==> src/core/gicas_pkg.sv <==
// Constants, register map and carrier types for one GPIO port slice.
// Assumes a single 40 MHz clock and a plain strobe register port.
package gicas_pkg;

    localparam int          LINE_COUNT  = 8;
    localparam int          ADDR_W      = 12;
    localparam int          DATA_W      = 32;
    localparam int          FIELD_LSB   = 0;
    localparam int          FIELD_MSB   = 7;

    localparam logic [11:0] OFF_LINE_DIRECTION       = 12'h400;
    localparam logic [11:0] OFF_RAW_IRQ_STATUS       = 12'h414;
    localparam logic [11:0] OFF_IRQ_EDGE_CLEAR       = 12'h41C;
    localparam logic [11:0] OFF_LINE_FUNCTION_SELECT = 12'h420;

    localparam logic [7:0]  DIRECTION_RESET     = 8'h00;
    localparam logic [7:0]  RAW_STATUS_RESET    = 8'h00;
    localparam logic [7:0]  PIN_PREV_RESET      = 8'h00;
    localparam logic [7:0]  SELECT_RESET_PLAIN  = 8'h00;
    localparam logic [7:0]  SELECT_RESET_PORT_B = 8'h80;
    localparam logic [7:0]  SELECT_RESET_PORT_C = 8'h0F;
    localparam logic [31:0] READ_ZERO           = 32'h00000000;

    typedef struct packed {
        logic        wrStrobe;
        logic        rdStrobe;
        logic [11:0] addr;
        logic [31:0] wrData;
    } gicas_bus_req_t;

    typedef struct packed {
        logic [7:0]  direction;
        logic [7:0]  funcSelect;
        logic [31:0] rdData;
    } gicas_port_state_t;

    typedef struct packed {
        logic [7:0] pinPrev;
        logic [7:0] raw;
    } gicas_latch_state_t;

endpackage : gicas_pkg

==> src/core/gicas_edge_latch.sv <==
// Per-pin rising-edge detector with sticky raw status bits.
// Assumes pin levels are already synchronous to clock.
`timescale 1ns/1ps
module gicas_edge_latch #(
    parameter int LINES = gicas_pkg::LINE_COUNT
) (
    // Clock and reset
    input  wire logic       clock,
    input  wire logic       sys_rst,
    // Pin levels and clear pulse
    input  wire logic [7:0] pinLevel,
    input  wire logic [7:0] clearBits,
    // Latched status
    output logic      [7:0] rawStatus
);

    // Lines above LINES are masked off by the caller; the latch itself is always 8 wide
    generate
        if (LINES < 1 || LINES > gicas_pkg::LINE_COUNT) begin : g_bad_lines
            $error("gicas_edge_latch: LINES must be 1 to 8");
        end
    endgenerate

    gicas_pkg::gicas_latch_state_t state_reg;
    gicas_pkg::gicas_latch_state_t state_next;
    logic                    [7:0] riseBits;

    genvar i;
    generate
        for (i = 0; i < 8; i++) begin : g_rise
            assign riseBits[i] = pinLevel[i] & ~state_reg.pinPrev[i];
        end
    endgenerate

    // An edge in the same cycle as its clear survives
    always_comb begin
        state_next         = state_reg;
        state_next.pinPrev = pinLevel;
        state_next.raw     = (state_reg.raw & ~clearBits) | riseBits;
    end

    always_ff @(posedge clock) begin
        if (sys_rst) begin
            state_reg.pinPrev <= gicas_pkg::PIN_PREV_RESET;
            state_reg.raw     <= gicas_pkg::RAW_STATUS_RESET;
        end else begin
            state_reg <= state_next;
        end
    end

    assign rawStatus = state_reg.raw;

    clear_effect_a: assert property (@(posedge clock) disable iff (sys_rst)
        1'b1 |=> (rawStatus & $past(clearBits) & ~$past(riseBits)) == 8'h00)
        else $error("cleared latch bit still set");

    zero_keeps_a: assert property (@(posedge clock) disable iff (sys_rst)
        1'b1 |=> ($past(rawStatus) & ~$past(clearBits) & ~rawStatus) == 8'h00)
        else $error("latch bit lost without a clear");

    raw_set_a: assert property (@(posedge clock) disable iff (sys_rst)
        (riseBits != 8'h00) |=> (($past(riseBits) & ~rawStatus) == 8'h00))
        else $error("detected edge not latched");

endmodule : gicas_edge_latch

==> src/core/gicas_port.sv <==
// Interrupt clear and function select registers for one GPIO port.
// Assumes a register master with one-cycle strobes and no wait states.
//
// Decided for this implementation: strobed register access.
`timescale 1ns/1ps
module gicas_port #(
    parameter int         LINES        = gicas_pkg::LINE_COUNT,
    parameter logic [7:0] SELECT_RESET = gicas_pkg::SELECT_RESET_PORT_B
) (
    // Clock and reset
    input  wire logic                      clock,
    input  wire logic                      sys_rst,
    // Register port
    input  wire gicas_pkg::gicas_bus_req_t busReq,
    output logic                    [31:0] rdData,
    // Pin side
    input  wire logic                [7:0] pinIn,
    output logic                     [7:0] lineDirection,
    output logic                     [7:0] lineFunctionSelect,
    output logic                     [7:0] rawIrqStatus
);

    localparam int         MASK_INT  = (1 << LINES) - 1;
    localparam logic [7:0] LINE_MASK = 8'(MASK_INT);

    generate
        if (LINES < 1 || LINES > gicas_pkg::LINE_COUNT) begin : g_bad_lines
            $error("gicas_port: LINES must be 1 to 8");
        end
    endgenerate

    gicas_pkg::gicas_port_state_t state_reg;
    gicas_pkg::gicas_port_state_t state_next;

    logic       hitDirection;
    logic       hitRawStatus;
    logic       hitClear;
    logic       hitSelect;
    logic [7:0] wrField;
    logic [7:0] clearBits;
    logic [7:0] rawStatus;

    assign hitDirection = busReq.addr == gicas_pkg::OFF_LINE_DIRECTION;
    assign hitRawStatus = busReq.addr == gicas_pkg::OFF_RAW_IRQ_STATUS;
    assign hitClear     = busReq.addr == gicas_pkg::OFF_IRQ_EDGE_CLEAR;
    assign hitSelect    = busReq.addr == gicas_pkg::OFF_LINE_FUNCTION_SELECT;

    // Bits above the field are dropped on write
    assign wrField = busReq.wrData[gicas_pkg::FIELD_MSB:gicas_pkg::FIELD_LSB] & LINE_MASK;

    // Clear is a pulse, acting on the edge that ends the write
    assign clearBits = (busReq.wrStrobe && hitClear) ? wrField : 8'h00;

    gicas_edge_latch #(
        .LINES (LINES)
    ) u_edge_latch (
        .clock     (clock),
        .sys_rst   (sys_rst),
        .pinLevel  (pinIn & LINE_MASK),
        .clearBits (clearBits),
        .rawStatus (rawStatus)
    );

    always_comb begin
        state_next        = state_reg;
        state_next.rdData = gicas_pkg::READ_ZERO;
        if (busReq.wrStrobe) begin
            if (hitDirection) begin
                state_next.direction = wrField;
            end
            if (hitSelect) begin
                state_next.funcSelect = wrField;
            end
        end
        // Unmapped reads and the clear register answer zero
        if (busReq.rdStrobe) begin
            case (1'b1)
                hitDirection: begin
                    state_next.rdData = {24'h000000, state_reg.direction};
                end
                hitRawStatus: begin
                    state_next.rdData = {24'h000000, rawStatus};
                end
                hitSelect: begin
                    state_next.rdData = {24'h000000, state_reg.funcSelect};
                end
                default: begin
                    state_next.rdData = gicas_pkg::READ_ZERO;
                end
            endcase
        end
    end

    // One reset serves both power-on and the external pin
    always_ff @(posedge clock) begin
        if (sys_rst) begin
            state_reg.direction  <= gicas_pkg::DIRECTION_RESET;
            state_reg.funcSelect <= SELECT_RESET & LINE_MASK;
            state_reg.rdData     <= gicas_pkg::READ_ZERO;
        end else begin
            state_reg <= state_next;
        end
    end

    assign rdData             = state_reg.rdData;
    assign lineDirection      = state_reg.direction;
    assign lineFunctionSelect = state_reg.funcSelect;
    assign rawIrqStatus       = rawStatus;

    reset_select_a: assert property (@(posedge clock)
        sys_rst |=> lineFunctionSelect == (SELECT_RESET & LINE_MASK))
        else $error("function select wrong after reset");

    reset_direction_a: assert property (@(posedge clock)
        sys_rst |=> lineDirection == gicas_pkg::DIRECTION_RESET)
        else $error("direction wrong after reset");

    select_write_a: assert property (@(posedge clock) disable iff (sys_rst)
        (busReq.wrStrobe && hitSelect)
            |=> lineFunctionSelect == ($past(busReq.wrData[7:0]) & LINE_MASK))
        else $error("function select write not taken");

    select_hold_a: assert property (@(posedge clock) disable iff (sys_rst)
        !(busReq.wrStrobe && hitSelect) |=> $stable(lineFunctionSelect))
        else $error("function select changed without a write");

    clear_read_a: assert property (@(posedge clock) disable iff (sys_rst)
        (busReq.rdStrobe && hitClear) |=> rdData == gicas_pkg::READ_ZERO)
        else $error("clear register read not zero");

    upper_zero_a: assert property (@(posedge clock) disable iff (sys_rst)
        busReq.rdStrobe |=> rdData[31:8] == 24'h000000)
        else $error("upper read bits not zero");

    raw_read_a: assert property (@(posedge clock) disable iff (sys_rst)
        (busReq.rdStrobe && hitRawStatus) |=> rdData[7:0] == $past(rawIrqStatus))
        else $error("raw status read mismatch");

    select_read_a: assert property (@(posedge clock) disable iff (sys_rst)
        (busReq.rdStrobe && hitSelect) |=> rdData[7:0] == $past(lineFunctionSelect))
        else $error("function select read mismatch");

endmodule : gicas_port

==> config.mk <==
export PLATFORM = sky130hd
export DESIGN_NAME = gicas_port
export DESIGN_NICKNAME = d
export VERILOG_FILES = /design/src/core/gicas_pkg.sv /design/src/core/gicas_edge_latch.sv /design/src/core/gicas_port.sv
export SDC_FILE = /design/constraint.sdc
export NUM_CORES = 1
export LEC_CHECK = 0
export ABC_AREA = 1
export BUFFER_PORTS_ARGS = -buffer_cell sky130_fd_sc_hd__buf_4
export CAP_MARGIN = 20
export CORE_MARGIN = 2
export CORE_UTILIZATION = 24
export DETAILED_ROUTE_END_ITERATION = 8
export PLACE_DENSITY_LB_ADDON = 0.25
export SYNTH_ARGS = -nofsm -noshare
export SYNTH_HDL_FRONTEND = slang
export SYNTH_SLANG_ARGS = --single-unit
==> constraint.sdc <==
create_clock -name clock -period 1.5 [get_ports clock]
set_clock_uncertainty 0.05 [all_clocks]
set_input_delay 0.075 -clock clock [delete_from_list [all_inputs] [get_ports clock]]
set_output_delay 0.075 -clock clock [all_outputs]
set_load 0.01 [all_outputs]
# After elaboration in Yosys (flattened, before gate mapping)

Cells that the tools add are included.
Widths: inputs -> output; s select.

Bits in registers: 64
Input port bits: 56
Output and inout port bits: 56
Word-level logic and storage cells: 39

Eq/ne operators: 4
Mux-type cells: 4
Bitwise gates (word level): 20
Reductions and logical operators: 5

Operator list:

| operator             | number |
|---|---|
| $eq 12x11->1 const B | 4 |
| $mux 8               | 4 |
| $not 1->1            | 9 |
| $and 1x1->1          | 8 |
| $and 8x8->8          | 1 |
| $not 8->8            | 1 |
| $or 8x8->8           | 1 |
| $reduce_and 2->1     | 2 |
| $reduce_or 4->1      | 1 |
| $reduce_or 2->1      | 1 |
| $logic_and 1x1->1    | 1 |

# Depth between registers and ports, before layout

Gate-level depths: netlist of run 1.

Depth in word-level cells: 6
Gate-level depth with buffers: 11
Mapped depth without buffers: 9

# Modules after synthesis

From an unflattened synthesis of run 1, not the netlist that was laid out.

Cell total of the unflattened synthesis: 324
Area total of the unflattened synthesis: 2197.1 um2

Modules (own cells, without submodules):

| module           | instances | cells each | area each (um2) | sequential area each (um2) |
|---|---|---|---|---|
| gicas_port       | 1         | 241        | 1498.9          | 480.5 |
| gicas_edge_latch | 1         | 83         | 698.2           | 320.3 |

# Worst setup path after synthesis of run 1

OpenSTA, ideal clock, no wires.

Kind: input-to-reg
Start: in busReq[33] (netlist bit)
End: reg rdData[7] (netlist name)
Setup time: 0.109 ns
Data arrival time: 0.890 ns
Required time: 1.341 ns
Setup slack: 0.451 ns
Stages on the path: 10
Path buffers: 2
Cell sequence: nor2_2 > nand2_1 > nor2_2 > buf_6 > buf_4 > nand3_1 > nand2_1 > inv_1 > nand2_1 > inv_1

Cells in the longest elaborated chain, start to end: 4
Elaborated cells between the ends (all ways): 6
Classes of those cells: eq/ne: 3; mux: 3

Ends and longest elaborated chain:

| item                | line             | RTL |
|---|---|---|
| start, declared     | gicas_port.sv:14 | `input wire gicas_pkg::gicas_bus_req_t busReq,` |
| $eq 12x11->1        | gicas_port.sv:46 | `assign hitSelect = busReq.addr == gicas_pkg::OFF_LINE_FUNCTION_SELECT;` |
| $mux 8 (2 in a row) | gicas_port.sv:77 | `case (1'b1)` |
| $mux 8 (*)          | gicas_port.sv:77 |  |

Every way passes the cells marked *; elsewhere a longest branch is shown, timed or not.
A chain may end at the register's enable or synchronous reset.

# Worst setup path after layout of run 1

Start: in busReq[33] (netlist bit)
End: reg state_reg (netlist bit lineDirection[3])

Cells in the longest elaborated chain, start to end: 2

Ends and longest elaborated chain:

| item                       | line              | RTL |
|---|---|---|
| $eq 12x11->1               | gicas_port.sv:43  | `assign hitDirection = busReq.addr == gicas_pkg::OFF_LINE_DIRECTION;` |
| $reduce_and 2->1 (no line) | -                 |  |
| end signal, assigned       | gicas_port.sv:101 | `state_reg <= state_next;` |
| end, declared              | gicas_port.sv:32  | `gicas_pkg::gicas_port_state_t state_reg;` |

Every way passes these cells.

==> metrics.txt, run 1 <==
status finished, violations left; violated checks negative hold slack; Setup crit end lineDirection[3]; DRC viols 0; Total Power around 2200 uW; crit path capture type register; WP buf/inv 1; hold path start sys_rst; CP max-delay cell nand3_2; post-synthesis sequential area ratio 38.0%; RePlAce Congestion 0.806; Reg2Reg Depth 6; Mapped Cells 317; Synth Warn # 0; Post-CTS Hold Buffers 16; # clock sinks 40; final setup fails 0; critical path, cell by cell buf_4 > nor2_2 > nand2_1 > nor2_2 > nand3_2 > nor2_1 > nor2_1; Final min period around 1.1 ns; #FFs+latches synth 40; Final nets 450; startpoint types input port; power per cell area 768 mW/mm^2; worst reg2reg endpoint rdData[2]; CTS tree built; Core Region between 0.008 and 0.009 sq mm; Hold Slack -0.00686 ns; die area 0.00953 sq mm; number of flops mapped to enable cells by yosys 0; H-tree depth 2; critical path class in2reg; worst endpoint data arrival time 1.26 ns; Final HPWL DP 4140 microns; post-route ant nets 0; first-pass GRT wire length slightly below 9000 microns; # port buffers 63; global route total overflow 0; Final Hold Vio Count 8; initial core utilization around 24%; Final period util around three quarters; Clock Tree Buf Depth 2; die span in x slightly below 100 microns; Synth Area per Inst ~6.6 sq um; via count approximately 2k; fmax 894 MHz; gr usage total around 12%; CTS Buf Count 5; hold path cells 2; Ports about 110; starting DRC count in detailed routing 85; top fanout value on the critical path 16; Rows 34; Layout area overhead 33.4%; Post-CTS Setup Bufs 0; Max Cap Viol 0; Static Leak around 0.0016 uW; fillers approximately 950; clock latency on the worst-skew pair between 0.2 and 0.3 ns; Synth Cell Area 0.00210 sq mm; DR vias/cell ~4; CP Launch Point busReq[33]; setup TNS 0 ns; Reg clk slew, reported paths 0.08 ns; FF-to-FF Start lineDirection[2]; synth unique cells 20; initial antenna violation count 0; cts repair resizes 0; worst min path class in2reg; WL/cell approximately 11 microns; final wirelength between 5000 and 6000 microns; Pre-antenna DRT Iters 4; clk root buf clkbuf_8; crit-path leading delay family simple AND/OR/NAND/NOR gates; Die Y slightly below 100 microns; Slew Viols, Final 0; ratio of cells with drive above 1 in the final layout around 22%; largest net degree at the start of global routing 17; # diodes 0; RSZ-0062 raised after global routing false; critical path depth 7; reg2reg setup slack between 0.6 and 0.7 ns; VDD IR max about 0.00035 V; ys async rst share 0%; CP required between 1.5 and 2 ns; CP peak stage delay about 0.34 ns; ys flop type dfxtp_1; number of global-route vias before repair 1,873
[cell type report]
cell class | instances | area, sq um | share of cell area (%)
Clock buffer | 8 | 90.1 | 3.21
Inverter | 63 | 236 | 8.43
Multi-Input combinational cell | 198 | 858 | 30.6
Sequential cell | 40 | 801 | 28.5
Tap cell | 108 | 135 | 4.81
Timing Repair Buffer | 86 | 686 | 24.4
[logic make-up after synthesis]
| family | count (synthesis) | share of synthesized area [%] |
|---|---|---|
| compound gates | 8 | 1.90 |
| other cells | 1 | 0.178 |
| buf+inv | 102 | 25.3 |
| simple gates | 166 | 34.6 |
| flops | 40 | 38.1 |
[how the worst min path moves through the flow]
stage | endpoint
global route | u_edge_latch.state_reg[8]
global placement | u_edge_latch.state_reg[14]
CTS | u_edge_latch.state_reg[9]
finish | u_edge_latch.state_reg[8]
floorplan | u_edge_latch.state_reg[10]
detailed placement | u_edge_latch.state_reg[13]
[metal layers]
layer / GRT usage, % / share of wire [%]
met1: 15.1 / 46
met5: 0 / 0
met3: 3.09 / 6.2
met2: 18.8 / 46
met4: 3.53 / 1.5
[synthesized netlist by cell type, types with 2 or more instances]
master,number,area (sq um)
nand2_1,68,255
nor2_1,52,195
nor2_2,4,25.0
buf_2,2,10.0
nand2_2,2,12.5
dfxtp_1,40,801
inv_1,62,233
buf_6,3,33.8
o21ai_1,6,30.0
o21ai_0,2,10.0
nand3_1,35,175
buf_4,33,248
[cell usage in the layout (no fill, tap or decap), drive strengths merged]
master       instances
buf                 70
clkbuf               8
conb                24
dfxtp               40
dlygate4sd3         16
inv                 63
nand2               70
nand3               37
nand4                1
nor2                58
o21ai                8
[stage by stage]
stage          util (%)  std cells  hold WS [ns]  area [sq um]  setup WS, ns
4_1_cts            32.7        503      0.000615          2810         0.384
3_3_place_gp       29.7        479         0.267          2560        0.0808
6_report           32.7        503      -0.00686          2810         0.381
5_1_grt            32.7        503       0.00130          2810         0.157
2_1_floorplan         -        340         0.144          2190         0.451
3_5_place_dp       29.7        479         0.267          2560        0.0766
[report_power, final]
group | leakage [uW] | internal (uW) | switching, uW
Combinational | 0.00122 | 139 | 146
Clock | 0.0000455 | 376 | 381
Sequential | 0.000327 | 1090 | 20.3
Total | 0.00159 | 1610 | 548
Note: power is estimated with default switching activity, not from simulation.
==> inputs of run 2 (changes only) <==
--- a/config.mk
+++ b/config.mk
@@ -5,7 +5,7 @@
 export SDC_FILE = /design/constraint.sdc
 export NUM_CORES = 1
 export LEC_CHECK = 0
-export ABC_AREA = 1
+export ABC_AREA = 0
 export BUFFER_PORTS_ARGS = -buffer_cell sky130_fd_sc_hd__buf_4
 export CAP_MARGIN = 20
 export CORE_MARGIN = 2
==> constraint.sdc (replaced) <==
create_clock -name clock -period 1.1 [get_ports clock]
set_clock_uncertainty 0.05 [all_clocks]
set_input_delay 0.055 -clock clock [delete_from_list [all_inputs] [get_ports clock]]
set_output_delay 0.055 -clock clock [all_outputs]
set_load 0.01 [all_outputs]
==> run 2 against run 1 <==
  * The run ends with negative setup slack left
  * Utilization rose by 4.9 points
  * Die area fell by 14%
  * Combinational power is 48% higher
  * Critical path depth down 1
  * First-iteration DRC count shrank 62%
  * Worst setup slack lost 0.63 ns
  * Final cell count shrank 24%
  * Via count shrank 19%
  * Cell area down 2.8%
  * Sequential share of layout area increased by 0.82 points
  * Flip-flop and latch count unchanged
  * Power grew 32%
==> metrics.txt, run 2 <==
Synth Cell Area about 0.0018 sq mm; Final Hold Vio Count 0; met2 WL between 2000 and 2500 microns; fillers 784; highest routed layer met4; CTS tree built; Synth Area per Inst between 9 and 10 sq um; first-pass GRT wire length slightly below 8000 microns; gr usage total around an eighth; largest net degree at the start of global routing 33; top post-synthesis cells by area dfxtp_1 45%, buf_4 13%, mux2i_1 9.0%; synth unique cells 24; RePlAce Congestion roughly 0.71; Sw Share 24.3%; ys flop type dfxtp_1; RSZ-0062 raised after global routing true; Die Y 90.3 microns; initial core utilization 24.7%; worst min path class in2reg; Core Region 0.00725 sq mm; final wirelength between 4000 and 5000 microns; ratio of cells with drive above 1 in the final layout between 30 and 40%; Reg clk slew, reported paths about 0.070 ns; clk root buf clkbuf_8; final setup fails 24; die area roughly 0.008 sq mm; Sequential Power Share a little over half; CP peak stage delay 0.57 ns; Mapped Cells 190; Pint roughly 2100 uW; number of global-route vias before repair about 1.5k; most common cell after layout, fill and taps aside buf_4; critical path class in2reg; commonest non-fill, non-tap cells in the layout 73 x buf_4, 40 x dfxtp_1, 24 x conb_1, 18 x nor2b_1; top fanout value on the critical path 8; Ports about 110; critical path, cell by cell buf_6 > or4b_4 > nor4_4 > buf_12 > mux2i_2 > nor2_1; Slew Viols, Final 0; CP required around 1.2 ns; via count about 1.6k; worst endpoint data arrival time 1.48 ns; violated checks negative setup slack; # clock sinks 40; wl on met1 around 2300 microns; Pre-antenna DRT Iters 4; fmax approximately 740 MHz; Layout area overhead 52.4%; post-route ant nets 0; H-tree depth 2; # diodes 0; CTS Buf Count 5; most common cell in the synthesized netlist dfxtp_1; # port buffers 63; Finished Layout Cells about 380; Static Leak about 0.0012 uW; WL/cell ~13 microns; combinational power share between 10% and 20%; clock share of power roughly 32%; Rows 31; VDD IR max about 0.00046 V; DRC viols 0; DR vias/cell about 4.2; area leader, netlist dfxtp_1; starting DRC count in detailed routing 32; Max Cap Viol 0; initial antenna violation count 0; Final min period 1.35 ns; #FFs+latches synth 40; Hold Slack roughly 0.11 ns; ys async rst share 0%; power per cell area 1040 mW/mm^2; top post-synthesis cells by count 40 x dfxtp_1, 32 x buf_4, 18 x nor2b_1; die span in x around 90 microns; share of the synthesized area in the top cell type ~45%; CP max-delay cell or4b_4; Final WS setup -0.248 ns; Clock Tree Buf Depth 2; status finished, violations left; Final period util 123%; Synth Warn # 0; reg2reg setup slack 0.14 ns; startpoint types input port; switching pwr between 600 and 700 uW; Final nets 339; number of flops mapped to enable cells by yosys 0; clock latency on the worst-skew pair about 0.29 ns; post-synthesis sequential area ratio between 40% and 50%; Final HPWL DP around 3400 microns; global route total overflow 0; crit path capture type register; dpl cells roughly 360; metal3 WL around 330 microns
==> run 2: cell types whose count changed after synthesis, moves of 9 or more <==
cell	before	now
nand2_1	68	9
nor2_1	52	15
inv_1	62	1
o21ai_0	2	16
nand3_1	35	1
nor2b_1	0	18
mux2i_1	0	16
nand2b_1	0	9
==> run 2: final cells by class <==
| type | count | area, sq um | share of cell area (%) |
|---|---|---|---|
| Tap cell | 99 | 124 | 4.54 |
| Sequential cell | 40 | 801 | 29.4 |
| Timing Repair Buffer | 98 | 827 | 30.3 |
| Multi-Input combinational cell | 137 | 895 | 32.8 |
| Clock buffer | 6 | 72.6 | 2.66 |
| Clock inverter | 1 | 5.00 | 0.183 |
| Inverter | 1 | 3.75 | 0.138 |
==> run 2: worst max-delay path: cells and delay by family <==
kind / cells / cell delay, ns
and+or+nand+nor: 3 / 0.95
buffers and inverters: 2 / 0.27
muxes: 1 / 0.20
==> run 2: through the flow <==
stage / setup WS, ns / total power, uW / instance area [sq um] / utilization, % / TNS [ns]
after global routing: -0.303 / 2990 / 2730 / 37.6 / -4.66
final: -0.248 / 2840 / 2730 / 37.6 / -3.33
after floorplan: -0.559 / 1770 / 1900 / - / -10.22
after detailed placement: -0.586 / 1890 / 2400 / 33.1 / -13.22
after CTS: -0.245 / 2860 / 2670 / 36.8 / -3.94
after global placement: -0.578 / 1890 / 2400 / 33.1 / -13.20
==> run 2: routing by layer <==
metal,vias to the layer above,track usage (%)
met4,0,2.69
met5,-,0
met1,736,16.1
li1,787,-
met3,6,4.09
met2,63,18.9
==> run 2: timing repair <==
| action | in CTS | in global routing |
|---|---|---|
| hold buffers | 16 | 0 |
| resized for setup | 4 | 11 |
| setup endpoints to repair | 24 | 32 |
| pin swaps | 3 | 11 |
| endpoints found under the hold margin | 32 | 0 |
| buffers inserted | 2 | 0 |
==> run 2: final timing paths <==
check / start / to / cells past startpoint
max: busReq[43] / lineFunctionSelect[2] / 6
max reg2reg: u_edge_latch.state_reg[14] / u_edge_latch.rawStatus[6] / 3
min reg2reg: u_edge_latch.rawStatus[7] / rdData[7] / 2
min: sys_rst / lineFunctionSelect[3] / 3
==> run 2: logic make-up (layout without fill, tap and decap cells) <==
logic type	count (synthesis)	in the layout	synth area share, %
AND/OR/NAND/NOR	65	65	21.2
flip-flops	40	40	44.8
buffers and inverters	36	106	14.3
AO/OA/AOI/OAI	32	32	10.6
multiplexers	16	16	8.95
other	1	24	0.210
==> run 2: power by group through the flow <==
stage                     clock network (uW)  registers [uW]  logic (uW)
after floorplan                            0            1530         241
after global placement                     0            1540         347
after detailed placement                   0            1540         349
after CTS                                949            1510         403
after global routing                    1020            1510         460
final                                    911            1510         421
